--- src/hw/dsg_pkg.sv ---
// package: register map, field layout and shared types of the deep-sleep clock gating block
package dsg_pkg;

    localparam int unsigned ADDR_W = 12;
    localparam int unsigned DATA_W = 32;

    // system control base, kept for software address maps
    localparam logic [31:0] SYSCTL_BASE = 32'h400F_E000;

    // byte offsets inside the system control window
    localparam logic [ADDR_W-1:0] OFS_RUN_CLOCK_CONFIG = 12'h060;
    localparam logic [ADDR_W-1:0] OFS_RUN_GATE_REG0    = 12'h100;
    localparam logic [ADDR_W-1:0] OFS_SLEEP_GATE_REG0  = 12'h110;
    localparam logic [ADDR_W-1:0] OFS_DEEP_GATE_REG0   = 12'h120;
    localparam logic [ADDR_W-1:0] OFS_FAULT_STATUS     = 12'h130;
    localparam logic [ADDR_W-1:0] OFS_FAULT_ENABLE     = 12'h134;
    localparam logic [ADDR_W-1:0] OFS_FAULT_CLEAR      = 12'h138;

    // gate register field positions, then the auto gating select bit of the run clock config register
    localparam int unsigned BIT_WATCHDOG_GATE  = 3;
    localparam int unsigned BIT_RESET_MARK     = 6;
    localparam int unsigned BIT_RATE_LO        = 8;
    localparam int unsigned BIT_RATE_HI        = 9;
    localparam int unsigned BIT_CONVERTER_GATE = 16;
    localparam int unsigned BIT_AUTO_GATE_SEL  = 0;

    // fault status bit positions
    localparam int unsigned BIT_FAULT_CONV = 0;
    localparam int unsigned BIT_FAULT_WDOG = 1;
    localparam int unsigned NUM_FAULTS     = 2;

    localparam logic [31:0] DEEP_GATE_RESET = 32'h0000_0040;
    localparam logic [31:0] ZERO_WORD       = 32'h0000_0000;

    // converter rate codes
    localparam logic [1:0] RATE_125K = 2'h0;
    localparam logic [1:0] RATE_250K = 2'h1;
    localparam logic [1:0] RATE_500K = 2'h2;

    localparam logic [1:0] RESP_OKAY   = 2'h0;
    localparam logic [1:0] RESP_SLVERR = 2'h2;

    typedef enum logic [1:0] {
        DSG_MODE_RUN   = 2'b00,
        DSG_MODE_SLEEP = 2'b01,
        DSG_MODE_DEEP  = 2'b10
    } dsg_mode_e;

    typedef struct packed {
        logic       converter_gate;
        logic [1:0] converter_rate_select;
        logic       watchdog_gate;
    } dsg_gate_s;

    localparam dsg_gate_s GATE_RESET = '{converter_gate: 1'b0,
                                         converter_rate_select: RATE_125K,
                                         watchdog_gate: 1'b0};

endpackage : dsg_pkg

--- src/hw/dsg_gate_sel.sv ---
// module: picks the gate set that applies in the current power mode
`timescale 1ns/1ps
module dsg_gate_sel
    import dsg_pkg::*;
(
    input  dsg_mode_e mode,
    input  wire logic auto_clock_gate_select,
    input  dsg_gate_s run_gate,
    input  dsg_gate_s sleep_gate,
    input  dsg_gate_s deep_gate,
    output dsg_gate_s active_gate
);

    // without automatic gating the run set stays in force in every mode
    always_comb begin
        active_gate = run_gate;
        if (auto_clock_gate_select) begin
            case (mode)
                DSG_MODE_RUN:   active_gate = run_gate;
                DSG_MODE_SLEEP: active_gate = sleep_gate;
                DSG_MODE_DEEP:  active_gate = deep_gate;
                default:        active_gate = run_gate;
            endcase
        end
    end

endmodule : dsg_gate_sel

--- src/hw/dsg_top.sv ---
// module: deep-sleep clock gating registers with an AXI4-Lite slave and gated-access faults
//
// Implementation choice: the AXI4-Lite register port.
`timescale 1ns/1ps

// Functional notes
// - gate bit one clocks unit, zero stops it
// - access to gated unit answers bus fault
// - gate bits reset to zero, units disabled
// - deep gate register reads 0x00000040 after reset
// - run, sleep, deep sets apply per mode
// - sleep, deep sets only with auto gating select
// - bit 16 gates converter module clock
// - bit 3 gates watchdog module clock
// - bits 9:8 select converter sample rate
// - rate never exceeds device maximum rate
// - reserved bits read zero, software preserves
// - deep gate register decodes at 0x120
module dsg_top
    import dsg_pkg::*;
#(
    parameter logic [1:0] MAX_RATE = RATE_500K
)
(
    input  wire logic                core_clk,
    input  wire logic                rst_n,
    // power mode from the system power controller
    input  dsg_mode_e                power_mode,
    // access strobes from the bus fabric toward the gated units
    input  wire logic                converter_access,
    input  wire logic                watchdog_access,
    // AXI4-Lite slave
    input  wire logic [ADDR_W-1:0]   s_axi_awaddr,
    input  wire logic                s_axi_awvalid,
    output logic                     s_axi_awready,
    input  wire logic [DATA_W-1:0]   s_axi_wdata,
    input  wire logic [3:0]          s_axi_wstrb,
    input  wire logic                s_axi_wvalid,
    output logic                     s_axi_wready,
    output logic [1:0]               s_axi_bresp,
    output logic                     s_axi_bvalid,
    input  wire logic                s_axi_bready,
    input  wire logic [ADDR_W-1:0]   s_axi_araddr,
    input  wire logic                s_axi_arvalid,
    output logic                     s_axi_arready,
    output logic [DATA_W-1:0]        s_axi_rdata,
    output logic [1:0]               s_axi_rresp,
    output logic                     s_axi_rvalid,
    input  wire logic                s_axi_rready,
    // unit clock enables and fault answers
    output logic                     converter_clk_en,
    output logic                     watchdog_clk_en,
    output logic [1:0]               converter_rate,
    output logic                     converter_fault,
    output logic                     watchdog_fault,
    output logic                     irq
);

    initial begin
        if (MAX_RATE > RATE_500K) begin
            $error("dsg_top: MAX_RATE above the fastest supported code");
        end
    end

    ////////////////////////////////////////////////////////////////////////////////
    // helpers

    function automatic logic [31:0] gate_to_word(input dsg_gate_s g, input logic mark);
        logic [31:0] w;
        w = ZERO_WORD;
        w[BIT_CONVERTER_GATE] = g.converter_gate;
        w[BIT_RATE_HI:BIT_RATE_LO] = g.converter_rate_select;
        w[BIT_WATCHDOG_GATE] = g.watchdog_gate;
        w[BIT_RESET_MARK] = mark;
        return w;
    endfunction : gate_to_word

    // only the writable fields are taken; every other bit of the word is dropped
    function automatic dsg_gate_s word_to_gate(input logic [31:0] w);
        dsg_gate_s g;
        g.converter_gate        = w[BIT_CONVERTER_GATE];
        g.converter_rate_select = w[BIT_RATE_HI:BIT_RATE_LO];
        g.watchdog_gate         = w[BIT_WATCHDOG_GATE];
        return g;
    endfunction : word_to_gate

    function automatic logic [31:0] strb_mask(input logic [3:0] strb);
        logic [31:0] m;
        m = ZERO_WORD;
        for (int i = 0; i < 4; i++) begin
            m[i*8 +: 8] = {8{strb[i]}};
        end
        return m;
    endfunction : strb_mask

    ////////////////////////////////////////////////////////////////////////////////
    // register state

    dsg_gate_s               run_gate_reg0_r;
    dsg_gate_s               sleep_gate_reg0_r;
    dsg_gate_s               deep_sleep_gate_reg0_r;
    logic                    deep_reset_mark_r;
    logic                    auto_clock_gate_select_r;
    logic [NUM_FAULTS-1:0]   fault_status_r;
    logic [NUM_FAULTS-1:0]   fault_enable_r;

    // AXI write side
    logic [ADDR_W-1:0]       aw_addr_r;
    logic                    aw_have_r;
    logic [DATA_W-1:0]       w_data_r;
    logic [3:0]              w_strb_r;
    logic                    w_have_r;
    logic                    do_write;
    logic [31:0]             wmask;
    logic                    wr_hit;
    logic [NUM_FAULTS-1:0]   clear_req;

    assign do_write  = aw_have_r && w_have_r && !s_axi_bvalid;
    assign wmask     = strb_mask(w_strb_r);

    function automatic logic [31:0] merge(input logic [31:0] old);
        return (old & ~wmask) | (w_data_r & wmask);
    endfunction : merge

    ////////////////////////////////////////////////////////////////////////////////
    // write address and data capture, in either order

    always_ff @(posedge core_clk or negedge rst_n) begin
        if (!rst_n) begin
            aw_have_r     <= 1'b0;
            aw_addr_r     <= '0;
            s_axi_awready <= 1'b1;
        end else if (s_axi_awvalid && s_axi_awready) begin
            aw_have_r     <= 1'b1;
            aw_addr_r     <= s_axi_awaddr;
            s_axi_awready <= 1'b0;
        end else if (s_axi_bvalid && s_axi_bready) begin
            aw_have_r     <= 1'b0;
            s_axi_awready <= 1'b1;
        end
    end

    always_ff @(posedge core_clk or negedge rst_n) begin
        if (!rst_n) begin
            w_have_r     <= 1'b0;
            w_data_r     <= '0;
            w_strb_r     <= '0;
            s_axi_wready <= 1'b1;
        end else if (s_axi_wvalid && s_axi_wready) begin
            w_have_r     <= 1'b1;
            w_data_r     <= s_axi_wdata;
            w_strb_r     <= s_axi_wstrb;
            s_axi_wready <= 1'b0;
        end else if (s_axi_bvalid && s_axi_bready) begin
            w_have_r     <= 1'b0;
            s_axi_wready <= 1'b1;
        end
    end

    always_comb begin
        case (aw_addr_r)
            OFS_RUN_CLOCK_CONFIG,
            OFS_RUN_GATE_REG0,
            OFS_SLEEP_GATE_REG0,
            OFS_DEEP_GATE_REG0,
            OFS_FAULT_STATUS,
            OFS_FAULT_ENABLE,
            OFS_FAULT_CLEAR:   wr_hit = 1'b1;
            default:           wr_hit = 1'b0;
        endcase
    end

    always_ff @(posedge core_clk or negedge rst_n) begin
        if (!rst_n) begin
            s_axi_bvalid <= 1'b0;
            s_axi_bresp  <= RESP_OKAY;
        end else if (do_write) begin
            s_axi_bvalid <= 1'b1;
            s_axi_bresp  <= wr_hit ? RESP_OKAY : RESP_SLVERR;
        end else if (s_axi_bready) begin
            s_axi_bvalid <= 1'b0;
        end
    end

    ////////////////////////////////////////////////////////////////////////////////
    // gate registers

    always_ff @(posedge core_clk or negedge rst_n) begin
        if (!rst_n) begin
            run_gate_reg0_r <= GATE_RESET;
        end else if (do_write && aw_addr_r == OFS_RUN_GATE_REG0) begin
            run_gate_reg0_r <= word_to_gate(merge(gate_to_word(run_gate_reg0_r, 1'b0)));
        end
    end

    always_ff @(posedge core_clk or negedge rst_n) begin
        if (!rst_n) begin
            sleep_gate_reg0_r <= GATE_RESET;
        end else if (do_write && aw_addr_r == OFS_SLEEP_GATE_REG0) begin
            sleep_gate_reg0_r <= word_to_gate(merge(gate_to_word(sleep_gate_reg0_r, 1'b0)));
        end
    end

    // the reset mark shows the documented reset word until software first writes
    always_ff @(posedge core_clk or negedge rst_n) begin
        if (!rst_n) begin
            deep_sleep_gate_reg0_r <= GATE_RESET;
            deep_reset_mark_r      <= DEEP_GATE_RESET[BIT_RESET_MARK];
        end else if (do_write && aw_addr_r == OFS_DEEP_GATE_REG0) begin
            deep_sleep_gate_reg0_r <=
                word_to_gate(merge(gate_to_word(deep_sleep_gate_reg0_r, 1'b0)));
            deep_reset_mark_r      <= 1'b0;
        end
    end

    always_ff @(posedge core_clk or negedge rst_n) begin
        if (!rst_n) begin
            auto_clock_gate_select_r <= 1'b0;
        end else if (do_write && aw_addr_r == OFS_RUN_CLOCK_CONFIG && w_strb_r[0]) begin
            auto_clock_gate_select_r <= w_data_r[BIT_AUTO_GATE_SEL];
        end
    end

    ////////////////////////////////////////////////////////////////////////////////
    // mode select and unit clock enables

    dsg_gate_s active_gate;
    logic [1:0] rate_limited;

    dsg_gate_sel u_gate_sel (
        .mode                   (power_mode),
        .auto_clock_gate_select (auto_clock_gate_select_r),
        .run_gate               (run_gate_reg0_r),
        .sleep_gate             (sleep_gate_reg0_r),
        .deep_gate              (deep_sleep_gate_reg0_r),
        .active_gate            (active_gate)
    );

    // a faster request than the part allows is held at the ceiling
    assign rate_limited = (active_gate.converter_rate_select > MAX_RATE) ?
                          MAX_RATE : active_gate.converter_rate_select;

    always_ff @(posedge core_clk or negedge rst_n) begin
        if (!rst_n) begin
            converter_clk_en <= 1'b0;
            watchdog_clk_en  <= 1'b0;
            converter_rate   <= RATE_125K;
        end else begin
            converter_clk_en <= active_gate.converter_gate;
            watchdog_clk_en  <= active_gate.watchdog_gate;
            converter_rate   <= rate_limited;
        end
    end

    ////////////////////////////////////////////////////////////////////////////////
    // bus faults for gated units

    logic [NUM_FAULTS-1:0] fault_evt;

    // judged against the enable that the unit sees right now
    assign fault_evt[BIT_FAULT_CONV] = converter_access && !converter_clk_en;
    assign fault_evt[BIT_FAULT_WDOG] = watchdog_access && !watchdog_clk_en;

    always_ff @(posedge core_clk or negedge rst_n) begin
        if (!rst_n) begin
            converter_fault <= 1'b0;
            watchdog_fault  <= 1'b0;
        end else begin
            converter_fault <= fault_evt[BIT_FAULT_CONV];
            watchdog_fault  <= fault_evt[BIT_FAULT_WDOG];
        end
    end

    ////////////////////////////////////////////////////////////////////////////////
    // fault status, enable and interrupt

    assign clear_req = (do_write && aw_addr_r == OFS_FAULT_CLEAR && w_strb_r[0]) ?
                       w_data_r[NUM_FAULTS-1:0] : '0;

    // a new fault in the clearing cycle stays set
    genvar gi;
    generate
        for (gi = 0; gi < NUM_FAULTS; gi++) begin : g_status
            always_ff @(posedge core_clk or negedge rst_n) begin
                if (!rst_n) begin
                    fault_status_r[gi] <= 1'b0;
                end else if (fault_evt[gi]) begin
                    fault_status_r[gi] <= 1'b1;
                end else if (clear_req[gi]) begin
                    fault_status_r[gi] <= 1'b0;
                end
            end
        end
    endgenerate

    always_ff @(posedge core_clk or negedge rst_n) begin
        if (!rst_n) begin
            fault_enable_r <= '0;
        end else if (do_write && aw_addr_r == OFS_FAULT_ENABLE && w_strb_r[0]) begin
            fault_enable_r <= w_data_r[NUM_FAULTS-1:0];
        end
    end

    always_ff @(posedge core_clk or negedge rst_n) begin
        if (!rst_n) begin
            irq <= 1'b0;
        end else begin
            irq <= |(fault_status_r & fault_enable_r);
        end
    end

    ////////////////////////////////////////////////////////////////////////////////
    // read channel

    logic [31:0] rd_word;
    logic        rd_hit;

    always_comb begin
        rd_word = ZERO_WORD;
        rd_hit  = 1'b1;
        case (s_axi_araddr)
            OFS_RUN_CLOCK_CONFIG: rd_word[BIT_AUTO_GATE_SEL] = auto_clock_gate_select_r;
            OFS_RUN_GATE_REG0:    rd_word = gate_to_word(run_gate_reg0_r, 1'b0);
            OFS_SLEEP_GATE_REG0:  rd_word = gate_to_word(sleep_gate_reg0_r, 1'b0);
            OFS_DEEP_GATE_REG0:   rd_word = gate_to_word(deep_sleep_gate_reg0_r,
                                                         deep_reset_mark_r);
            OFS_FAULT_STATUS:     rd_word[NUM_FAULTS-1:0] = fault_status_r;
            OFS_FAULT_ENABLE:     rd_word[NUM_FAULTS-1:0] = fault_enable_r;
            OFS_FAULT_CLEAR:      rd_word = ZERO_WORD;
            default:              rd_hit  = 1'b0;
        endcase
    end

    always_ff @(posedge core_clk or negedge rst_n) begin
        if (!rst_n) begin
            s_axi_arready <= 1'b1;
            s_axi_rvalid  <= 1'b0;
            s_axi_rdata   <= ZERO_WORD;
            s_axi_rresp   <= RESP_OKAY;
        end else if (s_axi_arvalid && s_axi_arready) begin
            s_axi_arready <= 1'b0;
            s_axi_rvalid  <= 1'b1;
            s_axi_rdata   <= rd_word;
            s_axi_rresp   <= rd_hit ? RESP_OKAY : RESP_SLVERR;
        end else if (s_axi_rvalid && s_axi_rready) begin
            s_axi_arready <= 1'b1;
            s_axi_rvalid  <= 1'b0;
        end
    end

endmodule : dsg_top
--- config.mk ---
export PLATFORM = sky130hd
export DESIGN_NAME = dsg_top
export DESIGN_NICKNAME = d
export VERILOG_FILES = /design/src/hw/dsg_pkg.sv /design/src/hw/dsg_gate_sel.sv /design/src/hw/dsg_top.sv
export SDC_FILE = /design/constraint.sdc
export NUM_CORES = 1
export LEC_CHECK = 0
export ABC_AREA = 1
export BUFFER_PORTS_ARGS = -buffer_cell sky130_fd_sc_hd__buf_2
export CORE_MARGIN = 4
export CORE_UTILIZATION = 50
export DETAILED_ROUTE_END_ITERATION = 12
export HOLD_SLACK_MARGIN = 0.15
export PLACE_DENSITY = 0.81
export REMOVE_ABC_BUFFERS = 1
export SYNTH_ARGS = -nofsm -noshare
export SYNTH_HDL_FRONTEND = slang
export SYNTH_SLANG_ARGS = --single-unit
--- constraint.sdc ---
create_clock -name core_clk -period 2 [get_ports core_clk]
set_clock_uncertainty 0.2 [all_clocks]
set_input_delay 0.3 -clock core_clk [delete_from_list [all_inputs] [get_ports core_clk]]
set_output_delay 0.3 -clock core_clk [all_outputs]
set_load 0.05 [all_outputs]
# Word level (Yosys, flattened, before mapping)
# Cells that the tools add are included.
dict set report word_totals {
  memories 0
  output_inout_bits 48
  word_cells 116
  inputBits 71
  romBits 0
  latch_bits 0
  reg_bits 100
  ram_bits 0
}
dict set report classes {
  multipliers 0
  muxes 27
  reduce_logical 30
  bitwise_logic 9
  n_eq_ne 16
  magnitude_cmp 1
  shifts 0
  div_mod_pow 0
  add_sub_neg 0
}
# operator n
set ops {}
lappend ops {{12-bit by 9-bit == test with 1-bit output (second input constant)} 12}
lappend ops {{17-bit AND} 4}
lappend ops {{17-bit bitwise OR} 3}
lappend ops {{15-bit one-hot mux with 3 select lines} 1}
lappend ops {{12-bit by 7-bit == test with 1-bit output (second input constant)} 2}
lappend ops {{1-bit logical AND} 18}
lappend ops {{1-bit two-way mux} 18}
lappend ops {{17-bit inverter} 1}
lappend ops {{7-bit OR reduction} 2}
lappend ops {{2-bit nonzero test} 6}
lappend ops {{2-bit two-way mux} 4}
lappend ops {{4-bit one-hot mux with 2 select lines} 1}
lappend ops {{4-bit two-way mux} 1}
lappend ops {{1-bit zero test} 3}
lappend ops {{1-bit one-hot mux with 3 select lines} 1}
lappend ops {{2-bit AND} 1}
lappend ops {{2-bit by 1-bit == test with 1-bit output (second input constant)} 1}
lappend ops {{2-bit == test (second input constant)} 1}
lappend ops {{2-bit greater-than comparator (second input constant)} 1}
lappend ops {{1-bit one-hot mux with 2 select lines} 1}
lappend ops {{2-bit OR reduction} 1}

# Longest topological paths before layout
dict set report logic_depth {
  word_depth 7
  mapped_depth 9
  depth_no_buf 8
}

# Modules after synthesis
# From an unflattened synthesis, not the netlist that was laid out.
dict set report unflattened {
  cells_unflattened 414
  area_unflattened_um2 3360.7
}
# module instances seq_area_each_um2 area_each_um2 cells_each
set by_module_without_submodules {}
lappend by_module_without_submodules {dsg_top 1 1556.5 3208.1 381}
lappend by_module_without_submodules {dsg_gate_sel 1 0.0 152.6 33}

# Least setup slack after synthesis
# No wires, ideal clock.
dict set report synth_path {
  path_kind {flip-flop to flip-flop}
  startpoint {register s_axi_bvalid}
  endpoint {register (tool-made name)}
  required_time_ns 1.680
  arrival_ns 1.360
  path_stages_with_launch 9
  setup_time_ns 0.120
  n_path_buf 0
  period_less_slack_ns 1.679
  setup_slack_ns 0.321
  cell_sequence {dfrtp_1 inv_1 nand3_4 nor2_2 inv_2 nor2_1 nand2_1 o21ai_0 inv_1}
}
# element line
set synth_lines {}
lappend synth_lines {{start: declaration} dsg_top.sv:41} ;# output logic s_axi_bvalid,
lappend synth_lines {{start signal: assignment} dsg_top.sv:175} ;# s_axi_bvalid <= 1'b0;
lappend synth_lines {{start signal: assignment} dsg_top.sv:178} ;# s_axi_bvalid <= 1'b1;
lappend synth_lines {{start signal: assignment} dsg_top.sv:181} ;# s_axi_bvalid <= 1'b0;

# Worst setup path in the final report
dict set report layout_path {
  startpoint {register s_axi_bvalid}
  endpoint {register fault_status_r[0]}
}
dict set report layout_via {
  elab_chain_len 6
}
# element line
set layout_lines {}
lappend layout_lines {{1-bit zero test} dsg_top.sv:118} ;# assign do_write = aw_have_r && w_have_r && !s_axi_bvalid;
lappend layout_lines {{1-bit logical AND} dsg_top.sv:118}
lappend layout_lines {{1-bit logical AND (2 in a row)} dsg_top.sv:277} ;# assign clear_req = (do_write && aw_addr_r == OFS_FAULT_CLEAR && w_strb_r[0]) ?
lappend layout_lines {{2-bit two-way mux} dsg_top.sv:277}
lappend layout_lines {{2-bit nonzero test (no line)} -}
lappend layout_lines {{end signal: indexed assignment} dsg_top.sv:286} ;# fault_status_r[gi] <= 1'b0;
lappend layout_lines {{end signal: indexed assignment} dsg_top.sv:288} ;# fault_status_r[gi] <= 1'b1;
lappend layout_lines {{end signal: indexed assignment} dsg_top.sv:290} ;# fault_status_r[gi] <= 1'b0;
lappend layout_lines {{end: declaration} dsg_top.sv:104} ;# logic [NUM_FAULTS-1:0] fault_status_r;
# No other way between the ends.
# A chain may end at the register's enable or synchronous reset.

==> flow_summary.toml <==
[drt]
num_vias = 2812
drt_first_iter_violations = 187
wl_per_cell_um = 11.85
drc = 0
drt_wl_total_um = 7015
drtPass1Iterations = 5
post_drt_via_cell_ratio = 4.750
detail-route-antenna-nets = 0

[synthesis]
area_leader_netlist = "dfrtp_1"
synth.lib_cells_used.distinct = 29
asyncSetResetFlopFracSynth_pct = 100.0
post_synth_top_area_share_pct = 43.66
synthAdderAreaFrac_pct = 0.7527
yosysMostFrequentCell = "nand2_1"
dominant_combinational_cell_family_by_area_after_synthesis = "simple AND/OR/NAND/NOR gates"
syn_inst = 414
synth_enable_flop_cells = 0
synth_simple_gate_area_share_pct = 29.77
ys_top_cells_by_count = "nand2_1, dfrtp_1, inv_1"
post_synthesis_sequential_element_count = 62
synthFlopType = "dfrtp_1"
yosys-mux-area-fraction_pct = 2.371
synth_area_per_cell_sq_um = 8.030
synth_sequential_area_ratio_pct = 46.82
fraction_of_the_mapped_netlist_area_in_compound_gates_pct = 6.285
netlist_top_cells_area = "dfrtp_1, nand2_1, inv_1"
synth_area_sq_mm = 0.003324
xor_xnor_share_of_the_synthesized_area_pct = 0
synth_warnings = 0

[critical_path]
setup.worst_path.end_class = "register"
critical_path.reg2reg.startpoint = "s_axi_bvalid"
regToRegSetupSlack_ns = 0.35
critical_path_arrival_ns = 1.68
crit_type = "register to register"
launching_element_type_of_the_critical_path = "register"
worst_path_max_delay_cell = "dfrtp_1"
worstPathCellList = "inv_1 -> nand3_4 -> nor2_2 -> inv_2 -> nor2_1 -> nand2_1 -> nand2_1 -> nand2_1"
worst_ep_required_time_ns = 2.03
path_max_fanout = 6
critPathTopFamily = "simple AND/OR/NAND/NOR gates"
cpMostUsedCell = "nand2_1"
max_stage_delay_ns = 0.39
regToRegEndpoint = "fault_status_r[0]"
reg2regPathDepth = 8
timing.critical_path.buf_inv = 2

[floorplan]
rows = 29
initial_utilization_pct = 52.06
fp.dieArea_sq_mm = 0.008017
core_footprint_sq_mm = 0.006386
pin_count = 119
chipHeight_um = 89.54
floorplan.die.width_um = 89.54

[clocking]
cts_tree = "done"
clock-sinks = 62
clockBufferDepth = 2
worst_setup_hold_path_clk_slew_ns = 0.07
htreeDepth = 3
worstSkewPairLatency_ns = 0.34
numCtsBuffers = 9
cts_repair_resize_count = 0
cts.root.buffer_cell = "clkbuf_8"

[place]
dp_hpwl_um = 5190
io_buffers = 64
gp_congestion = 0.8295
postPlaceCellArea_sq_mm = 0.003637
placement_setup_slack_ns = 0.2625

[final_layout]
layout-area-overhead-vs-synth_pct = 24.01
drive_above_1_share_pct = 22.52
post_layout_nets = 583
antennaDiodeCount = 0
final_cell_area_sq_mm = 0.004123

[timing]
finalMaxSlewViolations = 0
max_slew_margin_pct = 59.16
worst_slew_pin_slew_ns = 0.6111
report.final.setup_viol = 0
final-hold-violation-count = 0
layout_min_cycle_time_ns = 1.654
max_clock_freq_ghz = 0.6047
timing.final.ws_setup_ns = 0.3463
fin_setup_tns_ns = 0
hold_ws_ns = 0.2151
final_cycle_share_pct = 82.68
setup_repair_after_global_routing_missed_its_margin = "no"

[global_route]
first_global_vias = 2633
grt_first_pass_wirelength_um = 11760
grt_max_degree = 47
grt_usage_pct = 19.28
global_route.overflow_total = 0
antenna_found_initial = 0

[flow_run]
max_cap_violations = 0

[power_and_ir_drop]
ir_worst_vdd_v = 0.001039
static-leakage-power_uw = 0.002334
fin_total_pwr_uw = 4444
power_density_mw_per_mm2 = 1078

[worst_hold_path]
holdCritPathClass = "primary input to async pin"

[outcome]
run_status = "complete, no violations"
==> per-stage QoR <==
stage	utilization, %	instances
after detailed placement	56.96	550
final	64.56	592
after global routing	64.56	592
after CTS	64.56	592
after floorplan	-	406
after global placement	56.96	550
==> cells by family after synthesis <==
logic type	count (synthesis)
DFF	62
muxes	7
adders and majority gates	2
and+or+nand+nor	210
other	1
buffers and inverters	94
AOI/OAI and AO/OA	38
==> worst max path at each step <==
stage / slack, ns / start / to / depth (start not counted)
finish: 0.35 / s_axi_bvalid / fault_status_r[0] / 8
detailed placement: 0.26 / power_mode[0] / converter_clk_en / 7
global route: 0.18 / s_axi_bvalid / fault_enable_r[1] / 6
global placement: 0.32 / power_mode[0] / watchdog_clk_en / 7
CTS: 0.34 / s_axi_awready / s_axi_awready / 1
floorplan: 0.23 / s_axi_araddr[10] / s_axi_rresp[1] / 6
==> timing repair <==
action,4_1_cts,5_1_grt
setup buffers,0,0
endpoints found under the hold margin,91,0
hold buffers,26,0
==> placed cells by master, fill, tap and decap left out, drive strengths merged, types with 8 or more instances in the layout <==
master         n
buf           67
dfrtp         58
dlygate4sd3   26
nor2          53
a21oi         16
nand4          8
conb          27
nand3         42
inv           60
clkbuf        12
nand2        101
o21ai         17
==> power by group <==
group	total, uW	internal [uW]	switching [uW]
sequential	1860	1580	280
combinational	1350	397	952
clock	1240	766	473
==> cell type report <==
class                           instances  area [sq um]
Multi-Input combinational cell        284          1404
Clock buffer                           12         155.1
Tap cell                               77         96.34
Sequential cell                        62          1556
Fill cell                             540          2263
Timing Repair Buffer                   93         615.6
Inverter                               60         225.2
Clock inverter                          4         70.07
==> metal layers <==
metal  GRT usage [%]  wire (um)  vias up
li1                -          -     1441
met1           24.40       3119     1266
met2           31.52       3327       96
met3           3.502        456        9
met4           9.743        112        0
met5               0          0        -
Power figures use the tool's default switching activity.
